--- config.mk ---
export PLATFORM = sky130hd
export DESIGN_NAME = lfd_top
export DESIGN_NICKNAME = d
export VERILOG_FILES = /design/src/hdl/lfd_pkg.sv /design/src/hdl/lfd_tmr_if.sv /design/src/hdl/lfd_timer.sv /design/src/hdl/lfd_top.sv
export SDC_FILE = /design/constraint.sdc
export NUM_CORES = 1
export LEC_CHECK = 0
export BUFFER_PORTS_ARGS = -buffer_cell sky130_fd_sc_hd__buf_2
export CAP_MARGIN = 10
export CORE_MARGIN = 3
export CORE_UTILIZATION = 39
export CTS_CLUSTER_SIZE = 12
export DETAILED_ROUTE_END_ITERATION = 8
export SLEW_MARGIN = 0
export SYNTH_ARGS = -nofsm -noshare
export SYNTH_HDL_FRONTEND = slang
export SYNTH_SLANG_ARGS = --single-unit
--- constraint.sdc ---
create_clock -name clk_i -period 1 [get_ports clk_i]
set_input_delay 0.2 -clock clk_i [delete_from_list [all_inputs] [get_ports clk_i]]
set_output_delay 0.2 -clock clk_i [all_outputs]
set_load 0.005 [all_outputs]
--- src/hdl/lfd_pkg.sv ---
// Shared constants and types for the downstream line-fault diagnosis block.
package lfd_pkg;

  // Cause codes for faults found while the bus is being discovered.
  localparam logic [7:0] CODE_OPEN        = 8'h0C;
  localparam logic [7:0] CODE_WRONG_PORT  = 8'h0D;
  localparam logic [7:0] CODE_REVERSED    = 8'h0D;
  localparam logic [7:0] CODE_LINE_SHORT  = 8'h0B;
  localparam logic [7:0] CODE_POS_GND     = 8'h09;
  localparam logic [7:0] CODE_NEG_VBAT    = 8'h0A;
  localparam logic [7:0] CODE_NEG_GND     = 8'h29;
  localparam logic [7:0] CODE_POS_VBAT    = 8'h2A;
  localparam logic [7:0] CODE_DISC_TMO    = 8'h18;

  // Cause codes for line events seen after discovery.
  localparam logic [7:0] CODE_LINE_EVT    = 8'h0F;
  localparam logic [7:0] CODE_POWER_EVT   = 8'h80;
  localparam logic [7:0] CODE_BIAS_EVT    = 8'h05;

  localparam logic [7:0] CAUSE_RESET      = 8'h00;

  // Discovery reply window, in its own unit and as a cycle count at 25 MHz.
  localparam int CLK_PERIOD_NS   = 40;
  localparam int DISC_TIMEOUT_NS = 100000;
  localparam logic [15:0] DISC_TIMEOUT_CYC =
    16'((DISC_TIMEOUT_NS + CLK_PERIOD_NS - 1) / CLK_PERIOD_NS);

  localparam int DELAY_W = 8;

  // Gray-coded along idle -> discover -> run, with fault beside idle and run.
  typedef enum logic [1:0] {
    LFD_IDLE  = 2'b00,
    LFD_DISC  = 2'b01,
    LFD_RUN   = 2'b11,
    LFD_FAULT = 2'b10
  } lfd_state_t;

endpackage

--- src/hdl/lfd_tmr_if.sv ---
// Carrier between the diagnosis controller and its discovery reply timer.
`timescale 1ns/100ps
interface lfd_tmr_if;
  logic                       start;
  logic                       stop;
  logic [lfd_pkg::DELAY_W-1:0] delay;
  logic                       expired;

  modport ctrl (output start, output stop, output delay, input expired);
  modport tmr  (input start, input stop, input delay, output expired);
endinterface

--- src/hdl/lfd_timer.sv ---
// Discovery reply timer: pulses expired when no reply came in the window.
`timescale 1ns/100ps
module lfd_timer #(
  parameter logic [15:0] TIMEOUT_CYC = lfd_pkg::DISC_TIMEOUT_CYC
) (
  input  wire logic clk_i,   // System clock.
  input  wire logic rst_n_i, // Synchronised reset, active low.
  lfd_tmr_if.tmr    tif      // Start, stop and expiry toward the controller.
);
  import lfd_pkg::*;

  logic [16:0] cnt_r;
  logic        run_r;
  logic        exp_r;

  // The programmed reply delay lengthens the window, so a wrong delay
  // value ends as a timeout rather than as a false reply.
  always_ff @(posedge clk_i or negedge rst_n_i) begin
    if (!rst_n_i) begin
      cnt_r <= 17'h00000;
      run_r <= 1'b0;
      exp_r <= 1'b0;
    end else begin
      exp_r <= 1'b0;
      if (tif.start) begin
        cnt_r <= {1'b0, TIMEOUT_CYC} + {9'h000, tif.delay};
        run_r <= 1'b1;
      end else if (tif.stop) begin
        run_r <= 1'b0;
      end else if (run_r) begin
        cnt_r <= cnt_r - 17'h00001;
        if (cnt_r == 17'h00001) begin
          run_r <= 1'b0;
          exp_r <= 1'b1;
        end
      end
    end
  end

  assign tif.expired = exp_r;

  AST_TMR_EXPIRE_CAUSE: assert property (@(posedge clk_i) disable iff (!rst_n_i)
    exp_r |-> $past(run_r) && $past(cnt_r) == 17'h00001 && !$past(tif.start))
    else $error("Timer expired without counting down to one.");

endmodule

--- src/hdl/lfd_top.sv ---
// Downstream line-fault diagnosis: fault coding, bias cut-off and cause reporting.
//
// Functional notes
// - Any fault found during discovery opens the downstream bias switches at once.
// - An open positive, negative or both downstream wires reports cause 0x0C.
// - Downstream cabled to the next node's downstream port reports 0x0C or 0x0D.
// - Reversed wiring seen by the detectors reports cause 0x0D.
// - Reversed wiring the detectors miss ends as timeout 0x18 with no discovery done.
// - A dead next node or a wrong reply delay ends as timeout 0x18 with no discovery done.
// - Positive line shorted to ground reports cause 0x09.
// - Negative line shorted to battery reports cause 0x0A.
// - Negative-to-ground reports 0x29 and positive-to-battery 0x2A; the host then localises.
// - Critical faults other than negative-to-ground are isolated here by shutting down downstream.
// - Non-critical faults leave the upstream side free to keep communicating.
// - Full line diagnostics run only during discovery; a later fault needs a new discovery.
// - After discovery enabled line events report 0x0F, 0x80 or 0x05.
// - Line events after discovery raise an interrupt only when enabled.
`timescale 1ns/100ps
module lfd_top #(
  parameter logic [15:0] TIMEOUT_CYC = lfd_pkg::DISC_TIMEOUT_CYC
) (
  input  wire logic                       clk_i,           // System clock, 25 MHz.
  input  wire logic                       reset_n_i,       // Asynchronous reset, active low.
  input  wire logic                       disc_start_i,    // Pulse: begin (re)discovery.
  input  wire logic [lfd_pkg::DELAY_W-1:0] discovery_reply_delay_i, // Reply delay setting.
  input  wire logic                       node_reply_i,    // Pulse: next node answered.
  input  wire logic                       pos_open_i,      // Positive wire open.
  input  wire logic                       neg_open_i,      // Negative wire open.
  input  wire logic                       wrong_port_i,    // Cabled to a downstream port.
  input  wire logic                       reversed_i,      // Wires swapped.
  input  wire logic                       line_short_i,    // Wires shorted together.
  input  wire logic                       pos_gnd_i,       // Positive shorted to ground.
  input  wire logic                       neg_vbat_i,      // Negative shorted to battery.
  input  wire logic                       neg_gnd_i,       // Negative shorted to ground.
  input  wire logic                       pos_vbat_i,      // Positive shorted to battery.
  input  wire logic                       line_evt_i,      // Line event after discovery.
  input  wire logic                       power_evt_i,     // Power event after discovery.
  input  wire logic                       bias_evt_i,      // Bias event after discovery.
  input  wire logic                       line_evt_en_i,   // Enable for line event.
  input  wire logic                       power_evt_en_i,  // Enable for power event.
  input  wire logic                       bias_evt_en_i,   // Enable for bias event.
  input  wire logic                       cause_ack_i,     // Pulse: host read or cleared cause.
  output logic [7:0]                      irq_cause_code_o, // Latest cause code.
  output logic                            irq_o,           // Interrupt, active high.
  output logic                            discovery_complete_irq_o, // Discovery succeeded.
  output logic                            bias_en_o,       // Downstream bias switches closed.
  output logic                            down_shutdown_o, // Downstream bus shut down.
  output logic                            upstream_en_o    // Upstream side may communicate.
);
  import lfd_pkg::*;

  logic       rst_s1_r;
  logic       rst_n;
  lfd_state_t state_r;
  logic       crit_fault;
  logic       any_fault;
  logic       flt_set;
  logic [7:0] flt_code;
  logic       evt_set;
  logic [7:0] evt_code;
  logic       tmo_set;
  logic       cause_set;
  logic [7:0] cause_nxt;

  lfd_tmr_if tif ();

  always_ff @(posedge clk_i or negedge reset_n_i) begin
    if (!reset_n_i) begin
      rst_s1_r <= 1'b0;
      rst_n    <= 1'b0;
    end else begin
      rst_s1_r <= 1'b1;
      rst_n    <= rst_s1_r;
    end
  end

  lfd_timer #(
    .TIMEOUT_CYC (TIMEOUT_CYC)
  ) u_timer (
    .clk_i   (clk_i),
    .rst_n_i (rst_n),
    .tif     (tif)
  );

  // Detectors are only looked at while discovering.
  assign crit_fault = pos_gnd_i | neg_vbat_i | neg_gnd_i | pos_vbat_i;
  assign any_fault  = crit_fault | line_short_i | reversed_i | wrong_port_i
                    | pos_open_i | neg_open_i;
  assign flt_set    = (state_r == LFD_DISC) && any_fault && !disc_start_i;

  // Critical faults first, since they take the bus down.
  always_comb begin
    if (pos_gnd_i) begin
      flt_code = CODE_POS_GND;
    end else if (neg_vbat_i) begin
      flt_code = CODE_NEG_VBAT;
    end else if (neg_gnd_i) begin
      flt_code = CODE_NEG_GND;
    end else if (pos_vbat_i) begin
      flt_code = CODE_POS_VBAT;
    end else if (line_short_i) begin
      flt_code = CODE_LINE_SHORT;
    end else if (reversed_i) begin
      flt_code = CODE_REVERSED;
    end else if (wrong_port_i) begin
      flt_code = CODE_WRONG_PORT;
    end else begin
      flt_code = CODE_OPEN;
    end
  end

  // A reply in the same cycle as expiry counts as a reply.
  assign tmo_set = (state_r == LFD_DISC) && tif.expired && !any_fault
                 && !node_reply_i && !disc_start_i;

  always_comb begin
    evt_set  = 1'b0;
    evt_code = CODE_LINE_EVT;
    if (state_r == LFD_RUN && !disc_start_i) begin
      if (line_evt_i && line_evt_en_i) begin
        evt_set  = 1'b1;
        evt_code = CODE_LINE_EVT;
      end else if (power_evt_i && power_evt_en_i) begin
        evt_set  = 1'b1;
        evt_code = CODE_POWER_EVT;
      end else if (bias_evt_i && bias_evt_en_i) begin
        evt_set  = 1'b1;
        evt_code = CODE_BIAS_EVT;
      end
    end
  end

  assign cause_set = flt_set | tmo_set | evt_set;
  assign cause_nxt = flt_set ? flt_code : (tmo_set ? CODE_DISC_TMO : evt_code);

  assign tif.start = disc_start_i;
  assign tif.stop  = (state_r == LFD_DISC) && (any_fault || node_reply_i);
  assign tif.delay = discovery_reply_delay_i;

  always_ff @(posedge clk_i or negedge rst_n) begin
    if (!rst_n) begin
      state_r <= LFD_IDLE;
    end else if (disc_start_i) begin
      state_r <= LFD_DISC;
    end else if (state_r == LFD_DISC) begin
      if (flt_set || tmo_set) begin
        state_r <= LFD_FAULT;
      end else if (node_reply_i) begin
        state_r <= LFD_RUN;
      end
    end
  end

  // Bias and shutdown only change on a discovery start or a discovery fault.
  always_ff @(posedge clk_i or negedge rst_n) begin
    if (!rst_n) begin
      bias_en_o       <= 1'b0;
      down_shutdown_o <= 1'b0;
      upstream_en_o   <= 1'b1;
    end else if (disc_start_i) begin
      bias_en_o       <= 1'b1;
      down_shutdown_o <= 1'b0;
      upstream_en_o   <= 1'b1;
    end else if (flt_set || tmo_set) begin
      bias_en_o <= 1'b0;
      // Negative-to-ground is seen by every node, so it is not isolated here.
      if (pos_gnd_i || neg_vbat_i || pos_vbat_i) begin
        down_shutdown_o <= 1'b1;
      end
      upstream_en_o <= !crit_fault;
    end
  end

  always_ff @(posedge clk_i or negedge rst_n) begin
    if (!rst_n) begin
      discovery_complete_irq_o <= 1'b0;
    end else if (disc_start_i) begin
      discovery_complete_irq_o <= 1'b0;
    end else if (state_r == LFD_DISC && node_reply_i && !any_fault) begin
      discovery_complete_irq_o <= 1'b1;
    end
  end

  // A new cause wins over a host acknowledge in the same cycle.
  always_ff @(posedge clk_i or negedge rst_n) begin
    if (!rst_n) begin
      irq_cause_code_o <= CAUSE_RESET;
      irq_o            <= 1'b0;
    end else if (cause_set) begin
      irq_cause_code_o <= cause_nxt;
      irq_o            <= 1'b1;
    end else if (cause_ack_i) begin
      irq_o <= 1'b0;
    end
  end

  AST_BIAS_OFF: assert property (@(posedge clk_i) disable iff (!rst_n)
    flt_set |=> !bias_en_o && state_r == LFD_FAULT)
    else $error("Bias stayed on after a discovery fault.");

  AST_OPEN_CODE: assert property (@(posedge clk_i) disable iff (!rst_n)
    flt_set && !crit_fault && !line_short_i && !reversed_i && !wrong_port_i
    |=> irq_cause_code_o == 8'h0C && irq_o)
    else $error("Open wire not reported as 0x0C.");

  AST_WRONG_PORT: assert property (@(posedge clk_i) disable iff (!rst_n)
    flt_set && wrong_port_i && !crit_fault && !line_short_i
    |=> irq_cause_code_o inside {8'h0C, 8'h0D})
    else $error("Wrong port not reported as 0x0C or 0x0D.");

  AST_TIMEOUT: assert property (@(posedge clk_i) disable iff (!rst_n)
    tmo_set |=> irq_cause_code_o == 8'h18 && !discovery_complete_irq_o && !bias_en_o)
    else $error("Discovery timeout not reported as 0x18.");

  AST_POS_GND: assert property (@(posedge clk_i) disable iff (!rst_n)
    flt_set && pos_gnd_i |=> irq_cause_code_o == 8'h09 && down_shutdown_o)
    else $error("Positive short to ground not reported as 0x09.");

  AST_NEG_VBAT: assert property (@(posedge clk_i) disable iff (!rst_n)
    flt_set && neg_vbat_i && !pos_gnd_i |=> irq_cause_code_o == 8'h0A)
    else $error("Negative short to battery not reported as 0x0A.");

  AST_NEG_GND_NO_ISOLATE: assert property (@(posedge clk_i) disable iff (!rst_n)
    flt_set && neg_gnd_i && !pos_gnd_i && !neg_vbat_i && !pos_vbat_i
    |=> irq_cause_code_o == 8'h29 && !down_shutdown_o && !upstream_en_o)
    else $error("Negative short to ground handled wrongly.");

  AST_UPSTREAM_KEPT: assert property (@(posedge clk_i) disable iff (!rst_n)
    flt_set && !crit_fault |=> upstream_en_o && !down_shutdown_o)
    else $error("Upstream dropped on a non-critical fault.");

  AST_DIAG_ONLY_DISC: assert property (@(posedge clk_i) disable iff (!rst_n)
    state_r != LFD_DISC && !disc_start_i |=> $stable(bias_en_o) && $stable(down_shutdown_o))
    else $error("Line diagnostics acted outside discovery.");

  AST_EVT_MASKED: assert property (@(posedge clk_i) disable iff (!rst_n)
    state_r == LFD_RUN && !irq_o && !(line_evt_i && line_evt_en_i)
    && !(power_evt_i && power_evt_en_i) && !(bias_evt_i && bias_evt_en_i) |=> !irq_o)
    else $error("Interrupt raised by a masked line event.");

  AST_IRQ_HELD: assert property (@(posedge clk_i) disable iff (!rst_n)
    irq_o && !cause_ack_i |=> irq_o [*1] ##0 $stable(irq_cause_code_o) || $past(cause_set))
    else $error("Interrupt or cause dropped without acknowledge.");

endmodule

After elaboration in Yosys (flattened, before gate mapping)

Cells that the tools add are included.

$add $sub $neg: 2
Equal/unequal tests: 4
Muxes and demuxes: 43
Bitwise gates (word level): 10
Reduce and logical (&&, ||, !) cells: 31

Operators by type and width:

| kind                                                | number |
|---|---|
| two-way mux 17 bit                                  | 3 |
| two-way mux 8 bit                                   | 6 |
| two-way mux 1 bit                                   | 25 |
| two-way mux 6 bit                                   | 3 |
| == test 17 x 1 -> 1 bit (second input constant)     | 1 |
| subtractor 17 x 1 -> 17 bit (second input constant) | 1 |
| adder 12 x 8 -> 13 bit (first input constant)       | 1 |
| logical AND 1 bit                                   | 13 |
| nonzero test 2 bit                                  | 6 |
| bitwise OR 1 bit                                    | 10 |
| two-way mux 2 bit                                   | 4 |
| AND reduction 2 bit                                 | 3 |
| logical NOT 1 bit                                   | 4 |
| logical OR 1 bit                                    | 4 |
| two-way mux 4 bit                                   | 1 |
| two-way mux 3 bit                                   | 1 |
| nonzero test 3 bit                                  | 1 |
| == test 2 x 1 -> 1 bit (second input constant)      | 1 |
| == test 2 bit (second input constant)               | 1 |
| inequality test 2 bit (second input constant)       | 1 |

Flip-flop bits (word level): 36
Input bits: 28
Output and inout port bits: 13
Logic and storage cells: 102

Longest topological paths before layout

Depth after elaboration: 16
Mapped depth: 6

Modules after synthesis

From an unflattened synthesis, not the netlist that was laid out.

Cell total of the unflattened synthesis: 194
Area, all modules: 1915.6 um2

By module, submodules not included:

| module    | instances | cells each | area each (um2) |
|---|---|---|---|
| lfd_timer | 1         | 115        | 1088.5 |
| lfd_top   | 1         | 79         | 827.0 |

Least setup slack after synthesis

No wires, ideal clock.

Path type: register to register
Start: reg u_timer.cnt_r[5]
End: reg u_timer.cnt_r[16]
Data arrival time: 2147 ps
Setup slack: -1225 ps
Stages on the path, launching flop included: 6
Buffers on the path: 1
Cells stage by stage: dfrtp_1 > or4_1 > buf_2 > or4_4 > or4_1 > a21oi_1

Cells in the longest elaborated chain, start to end: 4

Ends and longest elaborated chain:

| what                        | line            | text |
|---|---|---|
| from (decl)                 | lfd_timer.sv:12 | `logic [16:0] cnt_r;` |
| from (signal assigned)      | lfd_timer.sv:26 | `cnt_r <= {1'b0, TIMEOUT_CYC} + {9'h000, tif.delay};` |
| from (signal assigned)      | lfd_timer.sv:31 | `cnt_r <= cnt_r - 17'h00001;` |
| subtractor 17 x 1 -> 17 bit | lfd_timer.sv:31 |  |
| two-way mux 17 bit          | lfd_timer.sv:30 | `end else if (run_r) begin` |
| two-way mux 17 bit          | lfd_timer.sv:28 | `end else if (tif.stop) begin` |
| two-way mux 17 bit          | lfd_timer.sv:25 | `if (tif.start) begin` |

Every way passes these cells. The select of a mux whose other input is x is not followed.
A chain may end at the register's enable or synchronous reset.

Worst setup path after layout

Start: reg u_timer.cnt_r[8]
End: reg u_timer.cnt_r[16]

Same word-level chain as after synthesis.

==> results.json <==
{
  "die_area_sq_mm": 0.00575,
  "period_share_pct": 215,
  "hold_path_class": "input pin to register",
  "swShare_pct": 33.8,
  "routed-via-count": 2009,
  "clock_sinks": 35,
  "clkLatencyLatePin_ps": 300,
  "grt_max_degree": 30,
  "gr-total-overflow": 0,
  "cts_tree": "built",
  "seq_area_frac_synth_pct": 46.1,
  "period_needed_ps": 2150,
  "rows": 24,
  "diodes": 0,
  "netlist-cell-type-count": 48,
  "hold_viol": 0,
  "total_power_uw": 4970,
  "start_kind": "register",
  "grt_first_pass_wirelength_microns": 8980,
  "die_y_microns": 75.8,
  "first_pass_iters": 4,
  "final_common_cell": "buf_4",
  "antenna_found_initial": 0,
  "rsz0062_at_grt": "true",
  "hpwl_microns": 3650,
  "violations": "negative setup slack",
  "routedWlPerCell_microns": 14.8,
  "critPathRequiredTime_ps": 1230,
  "grt_pass1_vias": 1980,
  "p_clk_share_pct": 21.3,
  "wirelength_microns": 5950,
  "power_density_mw_per_mm2": 1400,
  "initial_utilization_pct": 41.9,
  "drc": 0,
  "pin_count": 41,
  "leakage_uw": 0.00155,
  "ir_drop_mv": 0.767,
  "final_layout_size_suffix_gt1_share_pct": 61.0,
  "slew_viol_final": 0,
  "dieWidth_microns": 75.8,
  "via_per_inst": 5.01,
  "synth_warnings": 0,
  "syn_area_sq_mm": 0.00190,
  "syn_inst": 200,
  "max_freq_ghz": 0.466,
  "dp_cells": 360,
  "status": "finished, violations left",
  "grt_util_all_layers_pct": 20.7,
  "synth_area_per_cell_sq_um": 9.51,
  "arrival_ps": 2380,
  "hold_slack_ps": 71.4,
  "clock_skew_ps": 10.2,
  "fin_cells": 401,
  "place_ws_ps": -1190,
  "setup_viol": 42,
  "postRouteAntennaNets": 0,
  "ys_seq_elements": 35,
  "cts_root_buf": "clkbuf_8",
  "crit_type": "register to register",
  "synthFlopType": "dfrtp_1",
  "path_clk_slew_ps": 80,
  "fillers": 280,
  "core_area_sq_mm": 0.00453,
  "fin_util_pct": 78.1,
  "cts_buffers": 5,
  "htree_levels": 2,
  "setup_ws_ps": -1150,
  "power_switching_uw": 1680,
  "gp_congestion": 0.821,
  "numPortBuffers": 39,
  "max_cap_violations": 0,
  "worst_setup_path_end_kind": "register",
  "cts_max_path_buffers": 2,
  "p_seq_share_pct": 34.9,
  "combinationalPowerShare_pct": 43.7,
  "mostFrequentLayoutCells": "66 x buf_4, 36 x buf_2, 33 x dfrtp_1, 32 x buf_6, 16 x nor2_1",
  "nNetsFinal": 366,
  "internal_power_uw": 3290,
  "async_flop_share_pct": 100,
  "area_growth_pct": 86.1,
  "path_max_fanout": 3,
  "drt_iter0_drc": 106,
  "synth-edff-count": 0,
  "synth.net_count": 231
}
-- state kept, by name, summed over array words and instances, names as in the netlist --
signal,cells
state_r,2
rst_s1_r,1
u_timer.tif.expired,1
bias_en_o,1
down_shutdown_o,1
rst_n,1
irq_cause_code_o,7
irq_o,1
discovery_complete_irq_o,1
upstream_en_o,1
u_timer.cnt_r,17
u_timer.run_r,1
-- synth_stat cells (2+ instances only) --
cell type | count | area, sq um
dfrtp_1 | 34 | 851
nor2_1 | 22 | 82.6
o21ai_0 | 14 | 70.1
nand2_1 | 12 | 45.0
xor2_1 | 11 | 96.3
a21oi_1 | 9 | 45.0
inv_1 | 9 | 33.8
clkbuf_1 | 7 | 26.3
xnor2_1 | 7 | 61.3
o2111ai_1 | 5 | 43.8
nand2b_1 | 4 | 25.0
nor3_1 | 4 | 20.0
a2111oi_0 | 3 | 26.3
a21o_1 | 3 | 22.5
ha_1 | 3 | 37.5
nand3_1 | 3 | 15.0
nor4_1 | 3 | 18.8
or2_2 | 3 | 18.8
or4_1 | 3 | 22.5
a2111oi_2 | 2 | 30.0
a211oi_1 | 2 | 15.0
a41oi_1 | 2 | 17.5
and2_1 | 2 | 12.5
buf_2 | 2 | 10.0
conb_1 | 2 | 7.51
mux2i_1 | 2 | 20.0
nand3b_1 | 2 | 15.0
nand4_1 | 2 | 12.5
o22a_1 | 2 | 17.5
o31ai_1 | 2 | 15.0
or3_1 | 2 | 12.5
-- worst max-delay path, cell delays in order (launching register included) --
cell and delay [ps]:
dfrtp_1 380, or4_4 550, or4_4 520, or4_4 500
a21oi_2 140
-- cell families after synthesis --
family | synth area share, %
muxes | 1.64
other | 0.395
adders and majority gates | 1.97
and+or+nand+nor | 18.3
AOI/OAI and AO/OA | 19.2
xor gates and xnor gates | 8.29
DFF | 46.1
buffers and inverters | 4.08
-- worst paths after layout --
kind                                      to  slack, ps  cells after the start              from
max                        u_timer.cnt_r[16]      -1150                      4  u_timer.cnt_r[8]
min                                    irq_o         70                      2       cause_ack_i
max reg2reg                u_timer.cnt_r[16]      -1150                      4  u_timer.cnt_r[8]
min reg2reg                        bias_en_o        240                      1             rst_n
max in group asynchronous      upstream_en_o        520                      1             rst_n
min in group asynchronous              rst_n        210                      2         reset_n_i
-- metal layers --
layer / GRT usage (%) / part of all wire [%]
met1: 24.7 / 43
met2: 37.8 / 52
met3: 3.96 / 4.1
met4: 5.44 / 0.86
met5: 0 / 0
-- power groups by stage --
stage | clock network, uW | logic, uW | registers [uW]
floorplan | 0 | 710 | 1800
global placement | 0 | 1390 | 1740
detailed placement | 0 | 1400 | 1740
CTS | 1070 | 1930 | 1720
global route | 1140 | 2350 | 1760
finish | 1060 | 2170 | 1740
-- through the flow --
stage,instance area (sq um),setup TNS [ps]
final,3540,-19910
after global routing,3540,-22270
after CTS,3340,-18320
after detailed placement,2770,-20310
after global placement,2770,-19870
after floorplan,2090,-16040
-- cell type report --
type                    instances  area, sq um  area share [%]
clock inverters                 3         20.0           0.566
multi-input cells             146         1360            38.5
inverters                       9         38.8            1.10
well taps                      65         81.3            2.30
flip-flops and latches         35          878            24.8
clock buffers                   5         68.8            1.94
repair buffers                138         1090            30.8
-- what timing repair did --
item                       in CTS  in global routing
hold endpoints to repair        2                  0
buffers inserted               23                 12
pin swaps                      32                 24
gates resized for setup        68                 27
setup endpoints to repair      45                 45
hold buffers                    1                  0
Note: power is estimated with default switching activity, not from simulation.
